$ cat config.mk
export PLATFORM = sky130hd
export DESIGN_NAME = ocd_channel_config
export DESIGN_NICKNAME = d
export VERILOG_FILES = /design/src/ocd_cfg_reg.v /design/src/ocd_channel_config.v
export VERILOG_INCLUDE_DIRS = /design/src
export SDC_FILE = /design/constraint.sdc
export NUM_CORES = 1
export LEC_CHECK = 0
export ABC_CLOCK_PERIOD_IN_PS = 2230
export BUFFER_PORTS_ARGS = -buffer_cell sky130_fd_sc_hd__buf_4
export CORE_ASPECT_RATIO = 1.25
export CORE_MARGIN = 2
export CORE_UTILIZATION = 47
export CTS_BUF_LIST = sky130_fd_sc_hd__clkbuf_4 sky130_fd_sc_hd__clkbuf_8
export DETAILED_ROUTE_END_ITERATION = 6
export PLACE_DENSITY_LB_ADDON = 0.3
export SETUP_SLACK_MARGIN = 0.1
export SYNTH_ARGS = -nofsm -noshare
export SYNTH_HDL_FRONTEND = slang
export SYNTH_SLANG_ARGS = --single-unit
$ cat constraint.sdc
create_clock -name clk_sys -period 2.23 [get_ports clk_sys]
set_input_delay 0.3345 -clock clk_sys [delete_from_list [all_inputs] [get_ports clk_sys]]
set_output_delay 0.3345 -clock clk_sys [all_outputs]
set_load 0.05 [all_outputs]
$ cat src/ocd_regs.vh
// Register offsets, field positions and reset values of the channel 7 configuration set.
`ifndef OCD_REGS_VH
`define OCD_REGS_VH

`define OCD_ADDR_W              6
`define OCD_DATA_W              16

`define OCD_OFF_CH6_FRAC_HIGH   6'h10
`define OCD_OFF_CH6_FRAC_LOW    6'h11
`define OCD_OFF_CH7_CONTROL     6'h12
`define OCD_OFF_CH7_DIVIDER     6'h13
`define OCD_OFF_CH7_FRAC_LOW    6'h14

`define OCD_MASK_CH6_FRAC_HIGH  16'h000F
`define OCD_MASK_CH6_FRAC_LOW   16'hFFFF
`define OCD_MASK_CH7_CONTROL    16'h1FDF
`define OCD_MASK_CH7_DIVIDER    16'h0FFF
`define OCD_MASK_CH7_FRAC_LOW   16'hFFFF

`define OCD_RST_CH6_FRAC_HIGH   16'h0000
`define OCD_RST_CH6_FRAC_LOW    16'h0000
`define OCD_RST_CH7_CONTROL     16'h0000
`define OCD_RST_CH7_DIVIDER     16'h0000
`define OCD_RST_CH7_FRAC_LOW    16'h0000

`define OCD_CTL_PRESCALE_HI     12
`define OCD_CTL_PRESCALE_LO     10
`define OCD_CTL_FRAC_EN         9
`define OCD_CTL_SLEW            8
`define OCD_CTL_NEG_EN          7
`define OCD_CTL_POS_EN          6
`define OCD_CTL_DRIVER_HI       4
`define OCD_CTL_DRIVER_LO       3
`define OCD_CTL_STATE_HI        2
`define OCD_CTL_STATE_LO        1
`define OCD_CTL_SUPPLY          0

`define OCD_DIV_INT_HI          11
`define OCD_DIV_INT_LO          4
`define OCD_DIV_FRAC_HI         3
`define OCD_DIV_FRAC_LO         0

`define OCD_PRESCALE_DIV2       3'h0
`define OCD_PRESCALE_DIV3       3'h1
`define OCD_PRESCALE_DIV1       3'h7

`define OCD_DRIVER_LVCMOS       2'h2
`define OCD_DRIVER_HCSL         2'h3

`define OCD_STATE_OFF           2'h0
`define OCD_STATE_CLOCK         2'h1
`define OCD_STATE_LOW           2'h2
`define OCD_STATE_HIGH          2'h3

`endif

$ cat src/ocd_cfg_reg.v
// One configuration register with a writable-bit mask and a constant reset value.
`timescale 1ns/1ps
`default_nettype none

module ocd_cfg_reg #(
  parameter [15:0] RESET_VALUE = 16'h0000,
  parameter [15:0] WRITE_MASK  = 16'hFFFF
) (
  input  wire        clk_sys,
  input  wire        resetn,
  input  wire        wrEn,
  input  wire [15:0] wrData,
  output wire [15:0] value
);

  reg [15:0] value_ff;

  // Bits outside the mask are never stored, so reserved bits always read as zero.
  always @(posedge clk_sys or negedge resetn) begin
    if (!resetn) begin
      value_ff <= RESET_VALUE;
    end else if (wrEn) begin
      value_ff <= wrData & WRITE_MASK;
    end
  end

  assign value = value_ff;

endmodule

`default_nettype wire

$ cat src/ocd_channel_config.v
// Channel 7 output configuration registers with decoded divider and driver settings.
//
// Functional notes
// RULE_01: Pre-divider code 000 divides by 2, 001 by 3, and 111 by 1 only when the oscillator is at or below 2.4 GHz.
// RULE_02: The channel 7 pre-divider is bypassed whenever the fractional enable bit 9 is clear.
// RULE_03: The host writes only codes 000, 001 or 111 into the pre-divider field.
// RULE_04: Control bit 9 enables the channel 7 fractional divider when set and disables it when clear.
// RULE_05: Control bit 8 selects normal single-ended slew when clear and slow slew when set.
// RULE_06: Bit 6 enables the positive single-ended side, bit 7 the negative side, which works only with the positive side on.
// RULE_07: Driver field bits 4:3 select LVDS for 00 and 01, LVCMOS for 10 and HCSL for 11.
// RULE_08: State field bits 2:1 give off for 00, clocking for 01, static low for 10 and static high for 11.
// RULE_09: Control bit 0 selects the 1.8 V supply range when clear and the 2.5/3.3 V range when set.
// RULE_10: Divider bits 11:4 hold an integer divide ratio equal to the stored value plus one.
// RULE_11: Divider bits 3:0 hold bits 19 to 16 of the channel 7 fractional value.
// RULE_12: The first register of the set holds bits 15 to 0 of the channel 6 fractional value.
// RULE_13: The host writes zero to control bits 15:13 and 5 and to divider bits 15:12.
// RULE_14: The register after the set holds bits 15 to 0 of the channel 7 fractional value.
// RULE_15: The register before the set holds bits 19 to 16 of the channel 6 fractional value in its low four bits.
`timescale 1ns/1ps
`default_nettype none
`include "ocd_regs.vh"

module ocd_channel_config (
  input  wire        clk_sys,
  input  wire        resetn,
  input  wire        regWrEn,
  input  wire        regRdEn,
  input  wire [5:0]  regAddr,
  input  wire [15:0] regWrData,
  input  wire        vcoLowRange,
  output reg  [15:0] regRdData_ff,
  output reg         regRdValid_ff,
  output reg  [19:0] ch6FractionValue_ff,
  output reg  [19:0] ch7FractionValue_ff,
  output reg  [8:0]  ch7IntegerDivide_ff,
  output reg         ch7FractionEnable_ff,
  output reg  [1:0]  ch7PrescaleDivide_ff,
  output reg         ch7PrescaleBypass_ff,
  output reg         ch7PrescaleFault_ff,
  output reg         ch7SingleEndedSlow_ff,
  output reg         ch7PositiveSideOn_ff,
  output reg         ch7NegativeSideOn_ff,
  output reg         ch7DriverLvds_ff,
  output reg         ch7DriverLvcmos_ff,
  output reg         ch7DriverHcsl_ff,
  output reg         ch7OutputClocking_ff,
  output reg         ch7OutputStatic_ff,
  output reg         ch7StaticLevel_ff,
  output reg         ch7SupplyHigh_ff
);

  wire [15:0] ch6FracHigh;
  wire [15:0] ch6FracLow;
  wire [15:0] ch7Control;
  wire [15:0] ch7Divider;
  wire [15:0] ch7FracLow;

  wire selCh6FracHigh = (regAddr == `OCD_OFF_CH6_FRAC_HIGH);
  wire selCh6FracLow  = (regAddr == `OCD_OFF_CH6_FRAC_LOW);
  wire selCh7Control  = (regAddr == `OCD_OFF_CH7_CONTROL);
  wire selCh7Divider  = (regAddr == `OCD_OFF_CH7_DIVIDER);
  wire selCh7FracLow  = (regAddr == `OCD_OFF_CH7_FRAC_LOW);

  // Storage masks drop reserved bits, so a careless host write cannot reach them.
  ocd_cfg_reg #(
    .RESET_VALUE (`OCD_RST_CH6_FRAC_HIGH),
    .WRITE_MASK  (`OCD_MASK_CH6_FRAC_HIGH)
  ) uCh6FracHigh (
    .clk_sys (clk_sys),
    .resetn  (resetn),
    .wrEn    (regWrEn & selCh6FracHigh),
    .wrData  (regWrData),
    .value   (ch6FracHigh)
  );

  ocd_cfg_reg #(
    .RESET_VALUE (`OCD_RST_CH6_FRAC_LOW),
    .WRITE_MASK  (`OCD_MASK_CH6_FRAC_LOW)
  ) uCh6FracLow (
    .clk_sys (clk_sys),
    .resetn  (resetn),
    .wrEn    (regWrEn & selCh6FracLow),
    .wrData  (regWrData),
    .value   (ch6FracLow)
  );

  ocd_cfg_reg #(
    .RESET_VALUE (`OCD_RST_CH7_CONTROL),
    .WRITE_MASK  (`OCD_MASK_CH7_CONTROL)
  ) uCh7Control (
    .clk_sys (clk_sys),
    .resetn  (resetn),
    .wrEn    (regWrEn & selCh7Control),
    .wrData  (regWrData),
    .value   (ch7Control)
  );

  ocd_cfg_reg #(
    .RESET_VALUE (`OCD_RST_CH7_DIVIDER),
    .WRITE_MASK  (`OCD_MASK_CH7_DIVIDER)
  ) uCh7Divider (
    .clk_sys (clk_sys),
    .resetn  (resetn),
    .wrEn    (regWrEn & selCh7Divider),
    .wrData  (regWrData),
    .value   (ch7Divider)
  );

  ocd_cfg_reg #(
    .RESET_VALUE (`OCD_RST_CH7_FRAC_LOW),
    .WRITE_MASK  (`OCD_MASK_CH7_FRAC_LOW)
  ) uCh7FracLow (
    .clk_sys (clk_sys),
    .resetn  (resetn),
    .wrEn    (regWrEn & selCh7FracLow),
    .wrData  (regWrData),
    .value   (ch7FracLow)
  );

  wire [2:0] prescaleCode = ch7Control[`OCD_CTL_PRESCALE_HI:`OCD_CTL_PRESCALE_LO];
  wire       fracEnable   = ch7Control[`OCD_CTL_FRAC_EN]; // see RULE_04
  wire [1:0] driverCode   = ch7Control[`OCD_CTL_DRIVER_HI:`OCD_CTL_DRIVER_LO];
  wire [1:0] stateCode    = ch7Control[`OCD_CTL_STATE_HI:`OCD_CTL_STATE_LO];
  wire       posSide      = ch7Control[`OCD_CTL_POS_EN];
  wire [7:0] intField     = ch7Divider[`OCD_DIV_INT_HI:`OCD_DIV_INT_LO];
  wire       negSide      = ch7Control[`OCD_CTL_NEG_EN];
  wire       slowSlew     = ch7Control[`OCD_CTL_SLEW];
  wire       supplyHigh   = ch7Control[`OCD_CTL_SUPPLY];
  wire [3:0] fracHighNib  = ch7Divider[`OCD_DIV_FRAC_HI:`OCD_DIV_FRAC_LO];

  reg [1:0]  nxt_prescaleDivide;
  reg        nxt_prescaleFault;
  reg [15:0] nxt_rdData;
  reg [19:0] nxt_ch6FractionValue;
  reg [19:0] nxt_ch7FractionValue;
  reg [8:0]  nxt_ch7IntegerDivide;
  reg        nxt_ch7SingleEndedSlow;
  reg        nxt_ch7PositiveSideOn;
  reg        nxt_ch7NegativeSideOn;
  reg        nxt_ch7DriverLvds;
  reg        nxt_ch7DriverLvcmos;
  reg        nxt_ch7DriverHcsl;
  reg        nxt_ch7OutputClocking;
  reg        nxt_ch7OutputStatic;
  reg        nxt_ch7StaticLevel;
  reg        nxt_ch7SupplyHigh;

  // While bit 9 is set, a reserved or disallowed code falls back to divide-by-2 and raises the fault flag,
  // because a unity ratio above the oscillator limit would overrun the fractional stage.
  always @* begin
    nxt_prescaleDivide = 2'h2;
    nxt_prescaleFault  = 1'b0;
    case (prescaleCode)
      `OCD_PRESCALE_DIV2: nxt_prescaleDivide = 2'h2; // see RULE_01
      `OCD_PRESCALE_DIV3: nxt_prescaleDivide = 2'h3; // see RULE_01
      `OCD_PRESCALE_DIV1: begin
        if (vcoLowRange) begin
          nxt_prescaleDivide = 2'h1; // see RULE_01
        end else begin
          nxt_prescaleFault = 1'b1;
        end
      end
      default: nxt_prescaleFault = 1'b1; // see RULE_03
    endcase
    if (!fracEnable) begin
      nxt_prescaleDivide = 2'h1; // see RULE_02
      nxt_prescaleFault  = 1'b0;
    end
  end

  always @* begin
    nxt_rdData = 16'h0000;
    case (1'b1)
      selCh6FracHigh: nxt_rdData = ch6FracHigh;
      selCh6FracLow:  nxt_rdData = ch6FracLow;
      selCh7Control:  nxt_rdData = ch7Control;
      selCh7Divider:  nxt_rdData = ch7Divider;
      selCh7FracLow:  nxt_rdData = ch7FracLow;
      default:        nxt_rdData = 16'h0000;
    endcase
  end

  // The fraction words are rebuilt from their two halves on every edge. Nothing makes
  // the pair atomic, so between the two host writes a word mixes old and new halves.
  always @* begin
    nxt_ch6FractionValue = {ch6FracHigh[3:0], ch6FracLow}; // see RULE_12, see RULE_15
    nxt_ch7FractionValue = {fracHighNib, ch7FracLow}; // see RULE_11, see RULE_14
    nxt_ch7IntegerDivide = {1'b0, intField} + 9'h001; // see RULE_10
  end

  // The negative side is held off unless the positive side is on as well; the stored
  // bit still reads back exactly as the host wrote it.
  always @* begin
    nxt_ch7SingleEndedSlow = slowSlew; // see RULE_05
    nxt_ch7PositiveSideOn  = posSide; // see RULE_06
    nxt_ch7NegativeSideOn  = 1'b0;
    if (posSide) begin
      nxt_ch7NegativeSideOn = negSide; // see RULE_06
    end
    nxt_ch7SupplyHigh      = supplyHigh; // see RULE_09
  end

  // Codes 00 and 01 both give the differential driver, so only the two upper codes
  // need an arm of their own.
  always @* begin
    nxt_ch7DriverLvds   = 1'b1;
    nxt_ch7DriverLvcmos = 1'b0;
    nxt_ch7DriverHcsl   = 1'b0;
    case (driverCode)
      `OCD_DRIVER_LVCMOS: begin
        nxt_ch7DriverLvds   = 1'b0;
        nxt_ch7DriverLvcmos = 1'b1; // see RULE_07
      end
      `OCD_DRIVER_HCSL: begin
        nxt_ch7DriverLvds = 1'b0;
        nxt_ch7DriverHcsl = 1'b1; // see RULE_07
      end
      default: begin
        nxt_ch7DriverLvds   = 1'b1; // see RULE_07
        nxt_ch7DriverLvcmos = 1'b0;
        nxt_ch7DriverHcsl   = 1'b0;
      end
    endcase
  end

  // A static level only means something while the output is not clocking, so the two
  // decodes are kept mutually exclusive.
  always @* begin
    nxt_ch7OutputClocking = 1'b0;
    nxt_ch7OutputStatic   = 1'b0;
    nxt_ch7StaticLevel    = 1'b0;
    case (stateCode)
      `OCD_STATE_CLOCK: nxt_ch7OutputClocking = 1'b1; // see RULE_08
      `OCD_STATE_LOW:   nxt_ch7OutputStatic   = 1'b1; // see RULE_08
      `OCD_STATE_HIGH: begin
        nxt_ch7OutputStatic = 1'b1;
        nxt_ch7StaticLevel  = 1'b1; // see RULE_08
      end
      default: begin
        nxt_ch7OutputClocking = 1'b0; // see RULE_08
        nxt_ch7OutputStatic   = 1'b0;
        nxt_ch7StaticLevel    = 1'b0;
      end
    endcase
  end

  // Read data holds between reads, so a slow serial engine may shift it out at leisure.
  always @(posedge clk_sys or negedge resetn) begin
    if (!resetn) begin
      regRdData_ff  <= 16'h0000;
      regRdValid_ff <= 1'b0;
    end else begin
      regRdValid_ff <= regRdEn;
      if (regRdEn) begin
        regRdData_ff <= nxt_rdData;
      end
    end
  end

  // Decoded settings trail the stored words by one edge, so the divider datapath only
  // ever sees a registered copy and never a decoder glitch.
  always @(posedge clk_sys or negedge resetn) begin
    if (!resetn) begin
      ch6FractionValue_ff   <= 20'h00000;
      ch7FractionValue_ff   <= 20'h00000;
      ch7IntegerDivide_ff   <= 9'h001;
      ch7FractionEnable_ff  <= 1'b0;
      ch7PrescaleDivide_ff  <= 2'h1;
      ch7PrescaleBypass_ff  <= 1'b1;
      ch7PrescaleFault_ff   <= 1'b0;
      ch7SingleEndedSlow_ff <= 1'b0;
      ch7PositiveSideOn_ff  <= 1'b0;
      ch7NegativeSideOn_ff  <= 1'b0;
      ch7DriverLvds_ff      <= 1'b1;
      ch7DriverLvcmos_ff    <= 1'b0;
      ch7DriverHcsl_ff      <= 1'b0;
      ch7OutputClocking_ff  <= 1'b0;
      ch7OutputStatic_ff    <= 1'b0;
      ch7StaticLevel_ff     <= 1'b0;
      ch7SupplyHigh_ff      <= 1'b0;
    end else begin
      ch6FractionValue_ff   <= nxt_ch6FractionValue;
      ch7FractionValue_ff   <= nxt_ch7FractionValue;
      ch7IntegerDivide_ff   <= nxt_ch7IntegerDivide;
      ch7FractionEnable_ff  <= fracEnable; // see RULE_04
      ch7PrescaleDivide_ff  <= nxt_prescaleDivide;
      ch7PrescaleBypass_ff  <= ~fracEnable; // see RULE_02
      ch7PrescaleFault_ff   <= nxt_prescaleFault;
      ch7SingleEndedSlow_ff <= nxt_ch7SingleEndedSlow;
      ch7PositiveSideOn_ff  <= nxt_ch7PositiveSideOn;
      ch7NegativeSideOn_ff  <= nxt_ch7NegativeSideOn;
      ch7DriverLvds_ff      <= nxt_ch7DriverLvds;
      ch7DriverLvcmos_ff    <= nxt_ch7DriverLvcmos;
      ch7DriverHcsl_ff      <= nxt_ch7DriverHcsl;
      ch7OutputClocking_ff  <= nxt_ch7OutputClocking;
      ch7OutputStatic_ff    <= nxt_ch7OutputStatic;
      ch7StaticLevel_ff     <= nxt_ch7StaticLevel;
      ch7SupplyHigh_ff      <= nxt_ch7SupplyHigh;
    end
  end

endmodule

`default_nettype wire

# Yosys cells after proc, flatten, opt, wreduce, memory -nomap -nowiden
# Index checks and enable logic that the tools add are counted.
# op_classes
n_addsub	1
eq_ne	12
mux	18
bitwise	6
n_reduce_logical	4
# op_table
op	n
16-bit 2-to-1 mux	5
6-bit by 5-bit equality test with 1-bit output (second input constant)	5
8-bit by 1-bit adder with 9-bit output (second input constant)	1
1-bit 2-to-1 mux	9
2-bit equality test (second input constant)	4
2-bit OR reduction	3
1-bit AND	5
2-bit 2-to-1 mux	2
2-bit one-hot mux with 2 select lines	1
3-bit by 1-bit equality test with 1-bit output (second input constant)	1
3-bit equality test (second input constant)	1
3-bit zero test	1
2-bit by 1-bit equality test with 1-bit output (second input constant)	1
1-bit one-hot mux with 2 select lines	1
1-bit NOT	1
# totals
reg_bits	141
out_inout_bits	81
elab_cells	65

# Longest topological paths before layout
# Gate-level depths: netlist of run 1.
# depth
depth_word	6
ltp_mapped	6

# By module
# From an unflattened synthesis of run 1, not the netlist that was laid out.
# unflattened
hier_cells	402
area_unflattened_um2	5720.5
# modules_own_cells
mod	instances	cells_each	area_each_um2	seq_area_each_um2
ocd_channel_config	1	253	3146.8	2031.9
ocd_cfg_reg at uCh6FracLow ...	2	34	649.4	400.4
ocd_cfg_reg at uCh7Control ...	2	30	518.0	300.3
ocd_cfg_reg at uCh6FracHigh	1	21	239.0	100.1

# Least setup slack after synthesis of run 1
# OpenSTA, ideal clock, no wires.
# synth_path
path_type	in2reg
startpoint	input regAddr[3]
endpoint	register uCh6FracLow.value_ff[10] (netlist: uCh6FracLow.value[10])
setup_ns	0.125
arrival_ns	1.435
required_time_ns	2.105
setup_slack_ns	0.670
stages	5
cell_sequence	nor4b_4 -> and3b_2 -> nand2_4 -> buf_6 -> mux2_4
# synth_between
elab_chain_len	2
# synth_rtl
item	line_no	text
start: declaration	ocd_channel_config.v:28	input wire [5:0] regAddr,
6-bit by 5-bit equality test with 1-bit output (no source line)	n/a	
1-bit AND	ocd_channel_config.v:82	.wrEn (regWrEn & selCh6FracLow),
end signal: assignment	ocd_cfg_reg.v:23	value_ff <= wrData & WRITE_MASK;
end: declaration	ocd_cfg_reg.v:16	reg [15:0] value_ff;
# No other way between the ends.
# A chain may end at the register's enable or synchronous reset.

# Worst setup path in the final report of run 1
# layout_path
startpoint	register ch7PrescaleDivide_ff[0]
endpoint	output ch7PrescaleDivide_ff[0]
# layout_rtl
item	line_no	text
start: declaration	ocd_channel_config.v:37	output reg [1:0] ch7PrescaleDivide_ff,
start signal: assignment	ocd_channel_config.v:286	ch7PrescaleDivide_ff <= nxt_prescaleDivide;
# No word-level cell between the ends.

==> run metrics, run 1 <==
Setup crit start kind=flop; row cnt=43; Worst path slowest cell=dfstp_2; Antenna Nets Post-Route=0; number of flops mapped to enable cells by yosys=0; initial core utilization=47.7%; setup_tns=0 ns; R2R Setup Slk=1.00 ns; Buf/Inv on CP=1; grt ovf=0; critical path type=flop to primary output; hold_sp=regWrData[15]; average wire per standard cell=18.0 microns; initial antenna violation count=0; Clock Root Buffer=clkbuf_8; register area share after synthesis=67.2%; CP max stage delay=0.52 ns; Clk Latency, worst-skew pair=approximately 0.44 ns; DRC errors left=0; global-route wire length before repair=around 19 mm; asr flop ratio synth=100%; Yosys warnings=0; Slew @ Worst Pin=0.534 ns; share of post-route cells with drive strength above 1=between 40 and 50%; FMAX=0.680 GHz; nets=518; largest net degree at the start of global routing=50; Layout area overhead=27.5%; Final Setup Violations=0; synthesized instance count=approximately 370; port bufs=107; RSZ-0062 raised after global routing=no; Synth cell types=46; n_diodes=0; Hold Crit Class=input pin to flop; status=finished, final reports clean; TritonCTS clock tree=yes; relative slew slack=64.3%; full die area=12100 sq um; Vias/cell=5.31; Mean Syn Cell Area=14.3 sq um; Crit. Startpoint=ch7PrescaleDivide_ff[0]$_DFF_PN1_; Synth Flop Type=dfrtp_1; Post-Route WL=11.4 mm; CP cell instances=buf_4; core area=11000 sq um; Worst EP required=1.90 ns; max-slew violations=0; final hold violations=0; post-synthesis instance area=5260 sq um; CP max FO=1; Global Route Usage Sum=20.3%; DR pass1 iterations=4; Clock Pin Slew Worst Setup and Hold Paths=~0.080 ns; Die X-Extent=between 90 and 100 microns; post-synth top area share=roughly two thirds; Clock Skew=0.0129 ns; CP arrival=1.14 ns; Peak VDD IR=about 0.46 mV; Yosys reg bits=141; PwrDens=a little under 1000 nW/um^2; Min Clock Period, post-route=1.47 ns; Num CTS Buffers=17; Iteration-0 DRC Markers=180; max-cap violations=0; Tcrit/Tclk final=66.0%; Setup Buffers After CTS=0; fin cells=637; placed cells=605; reg-to-reg startpoint=uCh7Divider.value[4]$_DFFE_PN0P_; leakage power=3.39 nW; H-tree levels=4; Vert. Die Dim=122 microns; Top-Level Pins=108; Synth area leader=dfrtp_1; Final GP Congestion=0.813; Synth area leaders=dfrtp_1 (65%), mux2_2 (10%), mux2_4 (2.9%), a21oi_1 (2.1%), dfstp_2 (2.0%); Top delay family on crit path=flip-flops; post-DP HPWL=between 8 and 9 mm; via count of the first global-routing pass=3544; CTS Sinks=approximately 140; via count=3384; maximum buffer depth of the clock tree=2; Post-Syn Nets=approximately 400; CP endpoint kind=primary output
[final cells by class]
type / instances / area (sq um)
Sequential cell: 141 / 3530
Clock buffer: 21 / 289
Fill cell: 872 / 4320
Inverter: 15 / 56.3
Tap cell: 135 / 169
Multi-Input combinational cell: 195 / 1590
Clock inverter: 10 / 160
Timing Repair Buffer: 120 / 907
[where the power goes]
part | internal (W) | leakage (nW) | switching (W)
logic | 0.000411 | 1.29 | 0.000801
registers | 0.00286 | 1.87 | 0.000195
clock network | 0.00133 | 0.228 | 0.000928
total | 0.00460 | 3.39 | 0.00192
[state kept, by name (all words and copies together), names as in the netlist, 2 cells and up]
signal                flops
ch6FractionValue_ff      20
uCh7Divider.value        12
ch7IntegerDivide_ff       9
regRdData_ff             16
uCh6FracHigh.value        4
uCh7Control.value        12
ch7FractionValue_ff      20
uCh6FracLow.value        16
ch7PrescaleDivide_ff      2
uCh7FracLow.value        16
[repair_timing]
item                                    in CTS  in global routing
hold buffers                                 1                  0
resized for setup                            0                  0
hold endpoints to repair                    42                  0
endpoints found under the setup margin       0                  0
[through the flow]
stage	setup slack (ns)	instance area [sq um]	total power, W	util (%)	hold WS, ns
floorplan	0.670	5260	0.00385	-	0.0389
global placement	0.439	6250	0.00429	56.6	0.285
detailed placement	0.390	6250	0.00432	56.6	0.288
CTS	0.723	6710	0.00658	60.8	0.111
global route	0.716	6710	0.00679	60.8	0.115
finish	0.758	6710	0.00653	60.8	0.138
[kinds of logic after synthesis]
family,after synthesis,synth area share (%)
buffers and inverters,31,2.59
adders and majority gates,1,0.238
and+or+nand+nor,71,7.97
AOI/OAI and AO/OA,56,7.28
xor gates and xnor gates,6,0.999
muxes,61,13.7
DFF,141,67.2
[Yosys cell counts, types with 2 or more instances]
| cell | count |
|---|---|
| dfrtp_1 | 137 |
| o21ai_0 | 5 |
| o32ai_1 | 4 |
| mux2_4 | 10 |
| and3_1 | 2 |
| or2_2 | 2 |
| nor2_1 | 18 |
| nand4_1 | 2 |
| and2_1 | 3 |
| xnor2_1 | 4 |
| a311oi_1 | 3 |
| o221ai_1 | 2 |
| inv_1 | 15 |
| a21oi_1 | 22 |
| nor3b_1 | 3 |
| a32oi_1 | 3 |
| clkbuf_1 | 7 |
| nand2b_1 | 13 |
| mux2_2 | 49 |
| nand3_1 | 5 |
| dfstp_2 | 4 |
| o41ai_1 | 7 |
| o21a_1 | 7 |
| buf_2 | 7 |
| xor2_1 | 2 |
| nand2_1 | 11 |
[cell usage in the layout, fill, tap and decap left out, types with 7 or more instances in the layout]
cell / n
a21oi_1: 22
nor2_1: 18
nand2_1: 11
mux2_2: 49
o41ai_1: 7
nand2b_1: 13
inv_1: 15
mux2_4: 10
dfrtp_1: 137
clkbuf_8: 21
o21a_1: 7
buf_4: 118
[worst paths after layout]
path                                                     endpoint  depth (start not counted)
worst max-delay path                      ch7PrescaleDivide_ff[0]                          1
worst min-delay path            uCh7FracLow.value[15]$_DFFE_PN0P_                          2
worst max register to register   ch7IntegerDivide_ff[6]$_DFF_PN0_                          4
worst min register to register         ch7SupplyHigh_ff$_DFF_PN0_                          0
max in group asynchronous          ch7PrescaleBypass_ff$_DFF_PN1_                          3
min in group asynchronous        ch6FractionValue_ff[6]$_DFF_PN0_                          2
[layer usage]
layer  wire, microns  vias up  share of wire (%)  global-route usage (%)
li1                -     1532                  -                       -
met4             346        0                3.0                    10.4
met5               0        -                  0                       0
met3             616       26                5.4                    5.69
met2            5660      117                 49                    31.3
met1            4820     1709                 42                    26.6
(Power assumes the default switching activity.)
==> run 2: changes to the inputs <==
--- a/config.mk
+++ b/config.mk
@@ -6,7 +6,7 @@
 export SDC_FILE = /design/constraint.sdc
 export NUM_CORES = 1
 export LEC_CHECK = 0
-export ABC_CLOCK_PERIOD_IN_PS = 2230
+export ABC_CLOCK_PERIOD_IN_PS = 1450
 export BUFFER_PORTS_ARGS = -buffer_cell sky130_fd_sc_hd__buf_4
 export CORE_ASPECT_RATIO = 1.25
 export CORE_MARGIN = 2
==> constraint.sdc (replaced) <==
create_clock -name clk_sys -period 1.45 [get_ports clk_sys]
set_input_delay 0.2175 -clock clk_sys [delete_from_list [all_inputs] [get_ports clk_sys]]
set_output_delay 0.2175 -clock clk_sys [all_outputs]
set_load 0.05 [all_outputs]
==> run metrics, run 2 (synthesis results as in run 1) <==
Hold Crit Class=input pin to flop (unchanged); CTS Sinks=141 (unchanged); most frequent cells in the layout=dfrtp_1 (137), buf_4 (126), mux2_2 (49), a21oi_1 (22), clkbuf_8 (21) (was dfrtp_1 (137), buf_4 (118), mux2_2 (49), a21oi_1 (22), clkbuf_8 (21)); port bufs=107 (unchanged); Buf/Inv on CP=1 (unchanged); FMAX=0.750 GHz; n_diodes=0 (unchanged); via count of the first global-routing pass=3580 (was 3544); biggest regs=ch6FractionValue_ff x20, ch7FractionValue_ff x20 (unchanged); H-tree levels=4 (unchanged); critical path type=flop to primary output (unchanged); post-DP HPWL=8.30 mm (was 8.01 mm); average wire per standard cell=17.8 microns (was 18.0 microns); Layout area overhead=31.4% (was 27.5%); Slew @ Worst Pin=0.442 ns (was 0.534 ns); Die X-Extent=98.6 microns (unchanged); CP max FO=1 (unchanged); met2 wire length=5.74 mm (was 5.66 mm); CP cell instances=buf_6 (was buf_4); Global Route Usage Sum=20.8% (was 20.3%); global-route wire length before repair=19.0 mm (was 18.6 mm); Top-Level Pins=108 (unchanged); Min Clock Period, post-route=1.33 ns; commonest non-fill, non-tap cell in the layout=dfrtp_1 (unchanged); Placed Area=6380 sq um (was 6250 sq um); final hold violations=0 (unchanged); met3 wire len=640 microns (was 616 microns); setup_tns=0 ns (unchanged); Iteration-0 DRC Markers=138 (was 180); R2R cell count=4 (unchanged); TritonCTS clock tree=yes (unchanged); max-cap violations=0 (unchanged); Worst path slowest cell=dfstp_2 (unchanged); PwrDens=1490 nW/um^2 (was 973 nW/um^2); Peak VDD IR=0.712 mV (was 0.460 mV); Antenna Nets Post-Route=0 (unchanged); Reg-to-Reg End=ch7IntegerDivide_ff[8]$_DFF_PN0_ (was ch7IntegerDivide_ff[6]$_DFF_PN0_); Tcrit/Tclk final=91.9%; nets=534 (was 518); DR pass1 iterations=4 (unchanged); row cnt=43 (unchanged); reg-to-reg startpoint=uCh7Divider.value[4]$_DFFE_PN0P_ (unchanged); CP endpoint kind=primary output (unchanged); grt ovf=0 (unchanged); CP max stage delay=0.53 ns (was 0.52 ns); Clock Pin Slew Worst Setup and Hold Paths=0.08 ns (about the same); hold path endpoint=uCh7FracLow.value[14]$_DFFE_PN0P_ (was uCh7FracLow.value[15]$_DFFE_PN0P_); max-slew violations=0 (unchanged); Setup crit start kind=flop (unchanged); core area=11000 sq um (unchanged); Vias/cell=5.25 (was 5.31); status=finished, final reports clean (unchanged); initial core utilization=47.7% (unchanged); M1 WL=4.94 mm (was 4.82 mm); full die area=12100 sq um (unchanged); Vert. Die Dim=122 microns (unchanged); R2R Setup Slk=0.21 ns (was 1.00 ns); Top delay family on crit path=flip-flops (unchanged); Clk Latency, worst-skew pair=0.43 ns (was 0.44 ns); share of post-route cells with drive strength above 1=45.6% (was 44.0%); RSZ-0062 raised after global routing=yes (was no); Top Metal Used=met4 (unchanged); initial antenna violation count=0 (unchanged); placed cells=619 (was 605); CP arrival=1.12 ns (was 1.14 ns); Final Setup Violations=0 (unchanged); Setup Buffers After CTS=0 (unchanged); largest net degree at the start of global routing=46 (was 50); maximum buffer depth of the clock tree=2 (unchanged); Post-Route WL=11.7 mm (was 11.4 mm); pre-CTS setup slack=-0.214 ns (was 0.390 ns); final instance area=6910 sq um (was 6710 sq um); hold depth=2 (unchanged); DRC errors left=0 (unchanged); Worst EP required=1.23 ns (was 1.90 ns); fin cells=653 (was 637); Clock Skew=0.00890 ns (was 0.0129 ns); Final GP Congestion=0.797 (was 0.813); Worst Setup Slack, final=0.117 ns (was 0.758 ns); Power Total=0.0103 W (was 0.00653 W); Clock Root Buffer=clkbuf_8 (unchanged); via count=3429 (was 3384); leakage power=3.49 nW (was 3.39 nW); Num CTS Buffers=17 (unchanged); relative slew slack=70.5% (was 64.3%); hold_sp=regWrData[14] (was regWrData[15])
run 2: cell count changes in the layout (fill, tap and decap cells not counted), sizes merged:
cell | before | now
clkinvlp | 1 | 4
buf | 119 | 133
clkinv | 4 | 1
inv | 16 | 15
bufinv | 4 | 5
dlygate4sd3 | 1 | 3
run 2: power breakdown:
part	switching, W	leakage (nW)	internal, W	total (W)
clock	0.00144	0.226	0.00222	0.00366
combinational	0.00124	1.39	0.000677	0.00192
sequential	0.000304	1.87	0.00440	0.00470
total	0.00299	3.49	0.00729	0.0103
run 2: per-layer routing:
layer	GRT usage [%]	up-vias
met1	27.6	1711
met4	10.1	0
met5	0	-
met2	32.3	130
li1	-	1563
met3	5.30	25
run 2: how the worst max path moves through the flow:
stage | start | cells past startpoint | endpoint
after floorplan | regAddr[5] | 5 | uCh6FracLow.value[10]$_DFFE_PN0P_
after global placement | regAddr[3] | 4 | regRdData_ff[9]$_DFFE_PN0P_
after detailed placement | regAddr[3] | 4 | regRdData_ff[11]$_DFFE_PN0P_
after CTS | ch7PrescaleDivide_ff[0]$_DFF_PN1_ | 1 | ch7PrescaleDivide_ff[0]
after global routing | ch7PrescaleDivide_ff[0]$_DFF_PN1_ | 1 | ch7PrescaleDivide_ff[0]
final | ch7PrescaleDivide_ff[0]$_DFF_PN1_ | 1 | ch7PrescaleDivide_ff[0]
run 2: through the flow:
| step | hold slack, ns | util (%) |
|---|---|---|
| 2_1_floorplan | -0.0781 | - |
| 6_report | 0.0300 | 62.7 |
| 5_1_grt | 0.00490 | 62.7 |
| 3_5_place_dp | 0.174 | 57.9 |
| 3_3_place_gp | 0.165 | 57.9 |
| 4_1_cts | 0.00168 | 62.5 |
run 2: area by class of cell:
type	count	area, sq um
fill	852	4120
sequential	141	3530
multi-input combinational	195	1600
timing repair buffer	136	1080
clock buffer	21	289
clock inverter	10	185
tap	135	169
inverter	15	56.3
run 2: what timing repair did:
item                       4_1_cts  5_1_grt
hold endpoints to repair        39        1
gates resized for setup          6        1
setup endpoints to repair        4        4
hold buffers                     2        1
==> run 3: changes to the inputs <==
--- a/config.mk
+++ b/config.mk
@@ -9,11 +9,11 @@
 export ABC_CLOCK_PERIOD_IN_PS = 1450
 export BUFFER_PORTS_ARGS = -buffer_cell sky130_fd_sc_hd__buf_4
 export CORE_ASPECT_RATIO = 1.25
-export CORE_MARGIN = 2
 export CORE_UTILIZATION = 47
 export CTS_BUF_LIST = sky130_fd_sc_hd__clkbuf_4 sky130_fd_sc_hd__clkbuf_8
 export DETAILED_ROUTE_END_ITERATION = 6
 export PLACE_DENSITY_LB_ADDON = 0.3
+export RECOVER_POWER = 100
 export SETUP_SLACK_MARGIN = 0.1
 export SYNTH_ARGS = -nofsm -noshare
 export SYNTH_HDL_FRONTEND = slang
==> run metrics, run 3 (synthesis results as in run 1) <==
final hold slack=0.0185 ns (was 0.0300 ns); initial antenna violation count=0 (unchanged); CP max stage delay=0.53 ns (about the same); share of post-route cells with drive strength above 1=41.9% (was 45.6%); Clock Pin Slew Worst Setup and Hold Paths=0.07 ns (was 0.08 ns); grt met1 use=26.9% (was 27.6%); R2R cell count=4 (unchanged); Num CTS Buffers=17 (unchanged); largest net degree at the start of global routing=53 (was 46); CP arrival=1.15 ns (was 1.12 ns); RSZ-0062 raised after global routing=yes (unchanged); Hold Crit Class=input pin to flop (unchanged); nets=530 (was 534); core area=10700 sq um (was 11000 sq um); commonest non-fill, non-tap cell in the layout=dfrtp_1 (unchanged); row cnt=42 (was 43); Die X-Extent=96.6 microns (was 98.6 microns); Vias/cell=5.36 (was 5.25); PwrDens=1520 nW/um^2 (was 1490 nW/um^2); global-route wire length before repair=19.2 mm (was 19.0 mm); grt ovf=0 (unchanged); biggest regs=ch6FractionValue_ff x20, ch7FractionValue_ff x20 (unchanged); critical path type=flop to primary output (unchanged); Reg-to-Reg End=ch7IntegerDivide_ff[6]$_DFF_PN0_ (was ch7IntegerDivide_ff[8]$_DFF_PN0_); Core Util, Final=61.1% (was 62.7%); R2R Setup Slk=0.19 ns (was 0.21 ns); DRC errors left=0 (unchanged); Slew @ Worst Pin=0.907 ns (was 0.442 ns); CP max FO=1 (unchanged); gr busiest metal=met2 (unchanged); via count of the first global-routing pass=3692 (was 3580); Final GP Congestion=0.812 (was 0.797); leakage power=3.32 nW (was 3.49 nW); full die area=11600 sq um (was 12100 sq um); reg-to-reg startpoint=uCh7Divider.value[4]$_DFFE_PN0P_ (unchanged); CP cell instances=buf_4 (was buf_6); Clk Latency, worst-skew pair=0.44 ns (was 0.43 ns); FMAX=0.731 GHz (was 0.750 GHz); final hold violations=0 (unchanged); hold_sp=regWrData[5] (was regWrData[14]); DR pass1 iterations=4 (unchanged); cell depth of the worst setup path=1 (unchanged); CTS Sinks=141 (unchanged); n_diodes=0 (unchanged); Layout area overhead=24.6% (was 31.4%); Clock Root Buffer=clkbuf_8 (unchanged); Vert. Die Dim=120 microns (was 122 microns); hold path endpoint=uCh6FracLow.value[5]$_DFFE_PN0P_ (was uCh7FracLow.value[14]$_DFFE_PN0P_); setup_tns=0 ns (unchanged); Final Setup Violations=0 (unchanged); Setup crit start kind=flop (unchanged); TritonCTS clock tree=yes (unchanged); hold depth=2 (unchanged); Setup Buffers After CTS=0 (unchanged); max-slew violations=0 (unchanged); Top-Level Pins=108 (unchanged); Global Route Usage Sum=21.5% (was 20.8%); CP endpoint kind=primary output (unchanged); met2 usage=35.9% (was 32.3%); average wire per standard cell=18.2 microns (was 17.8 microns); Post-Route WL=11.7 mm (about the same); Worst path slowest cell=dfstp_2 (unchanged); initial core utilization=49.1% (was 47.7%); Buf/Inv on CP=1 (unchanged); relative slew slack=39.6% (was 70.5%); via count=3468 (was 3429); H-tree levels=4 (unchanged); Min Clock Period, post-route=1.37 ns (was 1.33 ns); fin cells=647 (was 653); placed cells=613 (was 619); status=finished, final reports clean (unchanged); maximum buffer depth of the clock tree=2 (unchanged); most frequent cells in the layout=dfrtp_1 (137), clkbuf_2 (80), mux2_2 (49), buf_4 (40), a21oi_1 (22) (was dfrtp_1 (137), buf_4 (126), mux2_2 (49), a21oi_1 (22), clkbuf_8 (21)); max-cap violations=0 (unchanged); post-DP HPWL=8.35 mm (was 8.30 mm); Tcrit/Tclk final=94.3% (was 91.9%); Iteration-0 DRC Markers=164 (was 138); Top delay family on crit path=flip-flops (unchanged); Worst EP required=1.23 ns (about the same); port bufs=107 (unchanged); GR Util met3=5.26% (was 5.30%); Clock Skew=0.0106 ns (was 0.00890 ns); Antenna Nets Post-Route=0 (unchanged); Peak VDD IR=0.945 mV (was 0.712 mV)
## run 3: changes by cell type in the layout (fill, tap and decap cells not counted), moves of 2 or more
| cell | change |
|---|---|
| and2_0 | +3 |
| and2_1 | -3 |
| buf_4 | -86 |
| buf_8 | -2 |
| clkbuf_1 | +6 |
| clkbuf_2 | +80 |
| clkbuf_8 | -2 |
| clkinv_4 | +2 |
| inv_6 | +2 |
| mux2_1 | +10 |
| mux2_4 | -10 |
## run 3: worst max-delay path by stage
stage	to	slack, ns	from
final	ch7DriverLvds_ff	0.08	ch7DriverLvds_ff$_DFF_PN1_
after global routing	uCh7Control.value[0]$_DFFE_PN0P_	0.04	resetn
after CTS	ch7DriverLvds_ff	0.09	ch7DriverLvds_ff$_DFF_PN1_
after detailed placement	regRdData_ff[11]$_DFFE_PN0P_	-0.24	regAddr[3]
after global placement	regRdData_ff[4]$_DFFE_PN0P_	-0.11	regAddr[3]
after floorplan	uCh6FracLow.value[10]$_DFFE_PN0P_	0.01	regAddr[5]
## run 3: cell type report
class | instances | area, sq um
clock buffers | 20 | 269
clock inverters | 12 | 185
fillers | 875 | 4170
inverters | 15 | 56.3
multi-input cells | 195 | 1550
flip-flops and latches | 141 | 3530
well taps | 132 | 165
repair buffers | 132 | 795
## run 3: layer usage
| metal | share of wire [%] | vias up |
|---|---|---|
| met3 | 5.1 | 16 |
| met1 | 42 | 1775 |
| li1 | - | 1562 |
| met2 | 52 | 115 |
| met5 | 0 | - |
| met4 | 1.7 | 0 |
## run 3: timing repair
item	in CTS	in global routing
pin swaps	0	0
hold buffers	2	0
resized for setup	7	2
hold endpoints to repair	141	0
setup endpoints to repair	4	6
## run 3: metrics by stage
stage / total power (W) / cell area [sq um] / worst slack, ns
floorplan: 0.00592 / 5280 / 0.0136
global placement: 0.00663 / 6370 / -0.114
detailed placement: 0.00669 / 6370 / -0.242
CTS: 0.0102 / 6870 / 0.0866
global route: 0.0103 / 6560 / 0.0414
finish: 0.00994 / 6560 / 0.0828
## run 3: where the power goes
part           switching (W)  internal [W]  leakage [nW]
Sequential          0.000303       0.00439          1.87
Combinational        0.00124      0.000480          1.23
Clock                0.00152       0.00200         0.216
Total                0.00307       0.00687          3.32
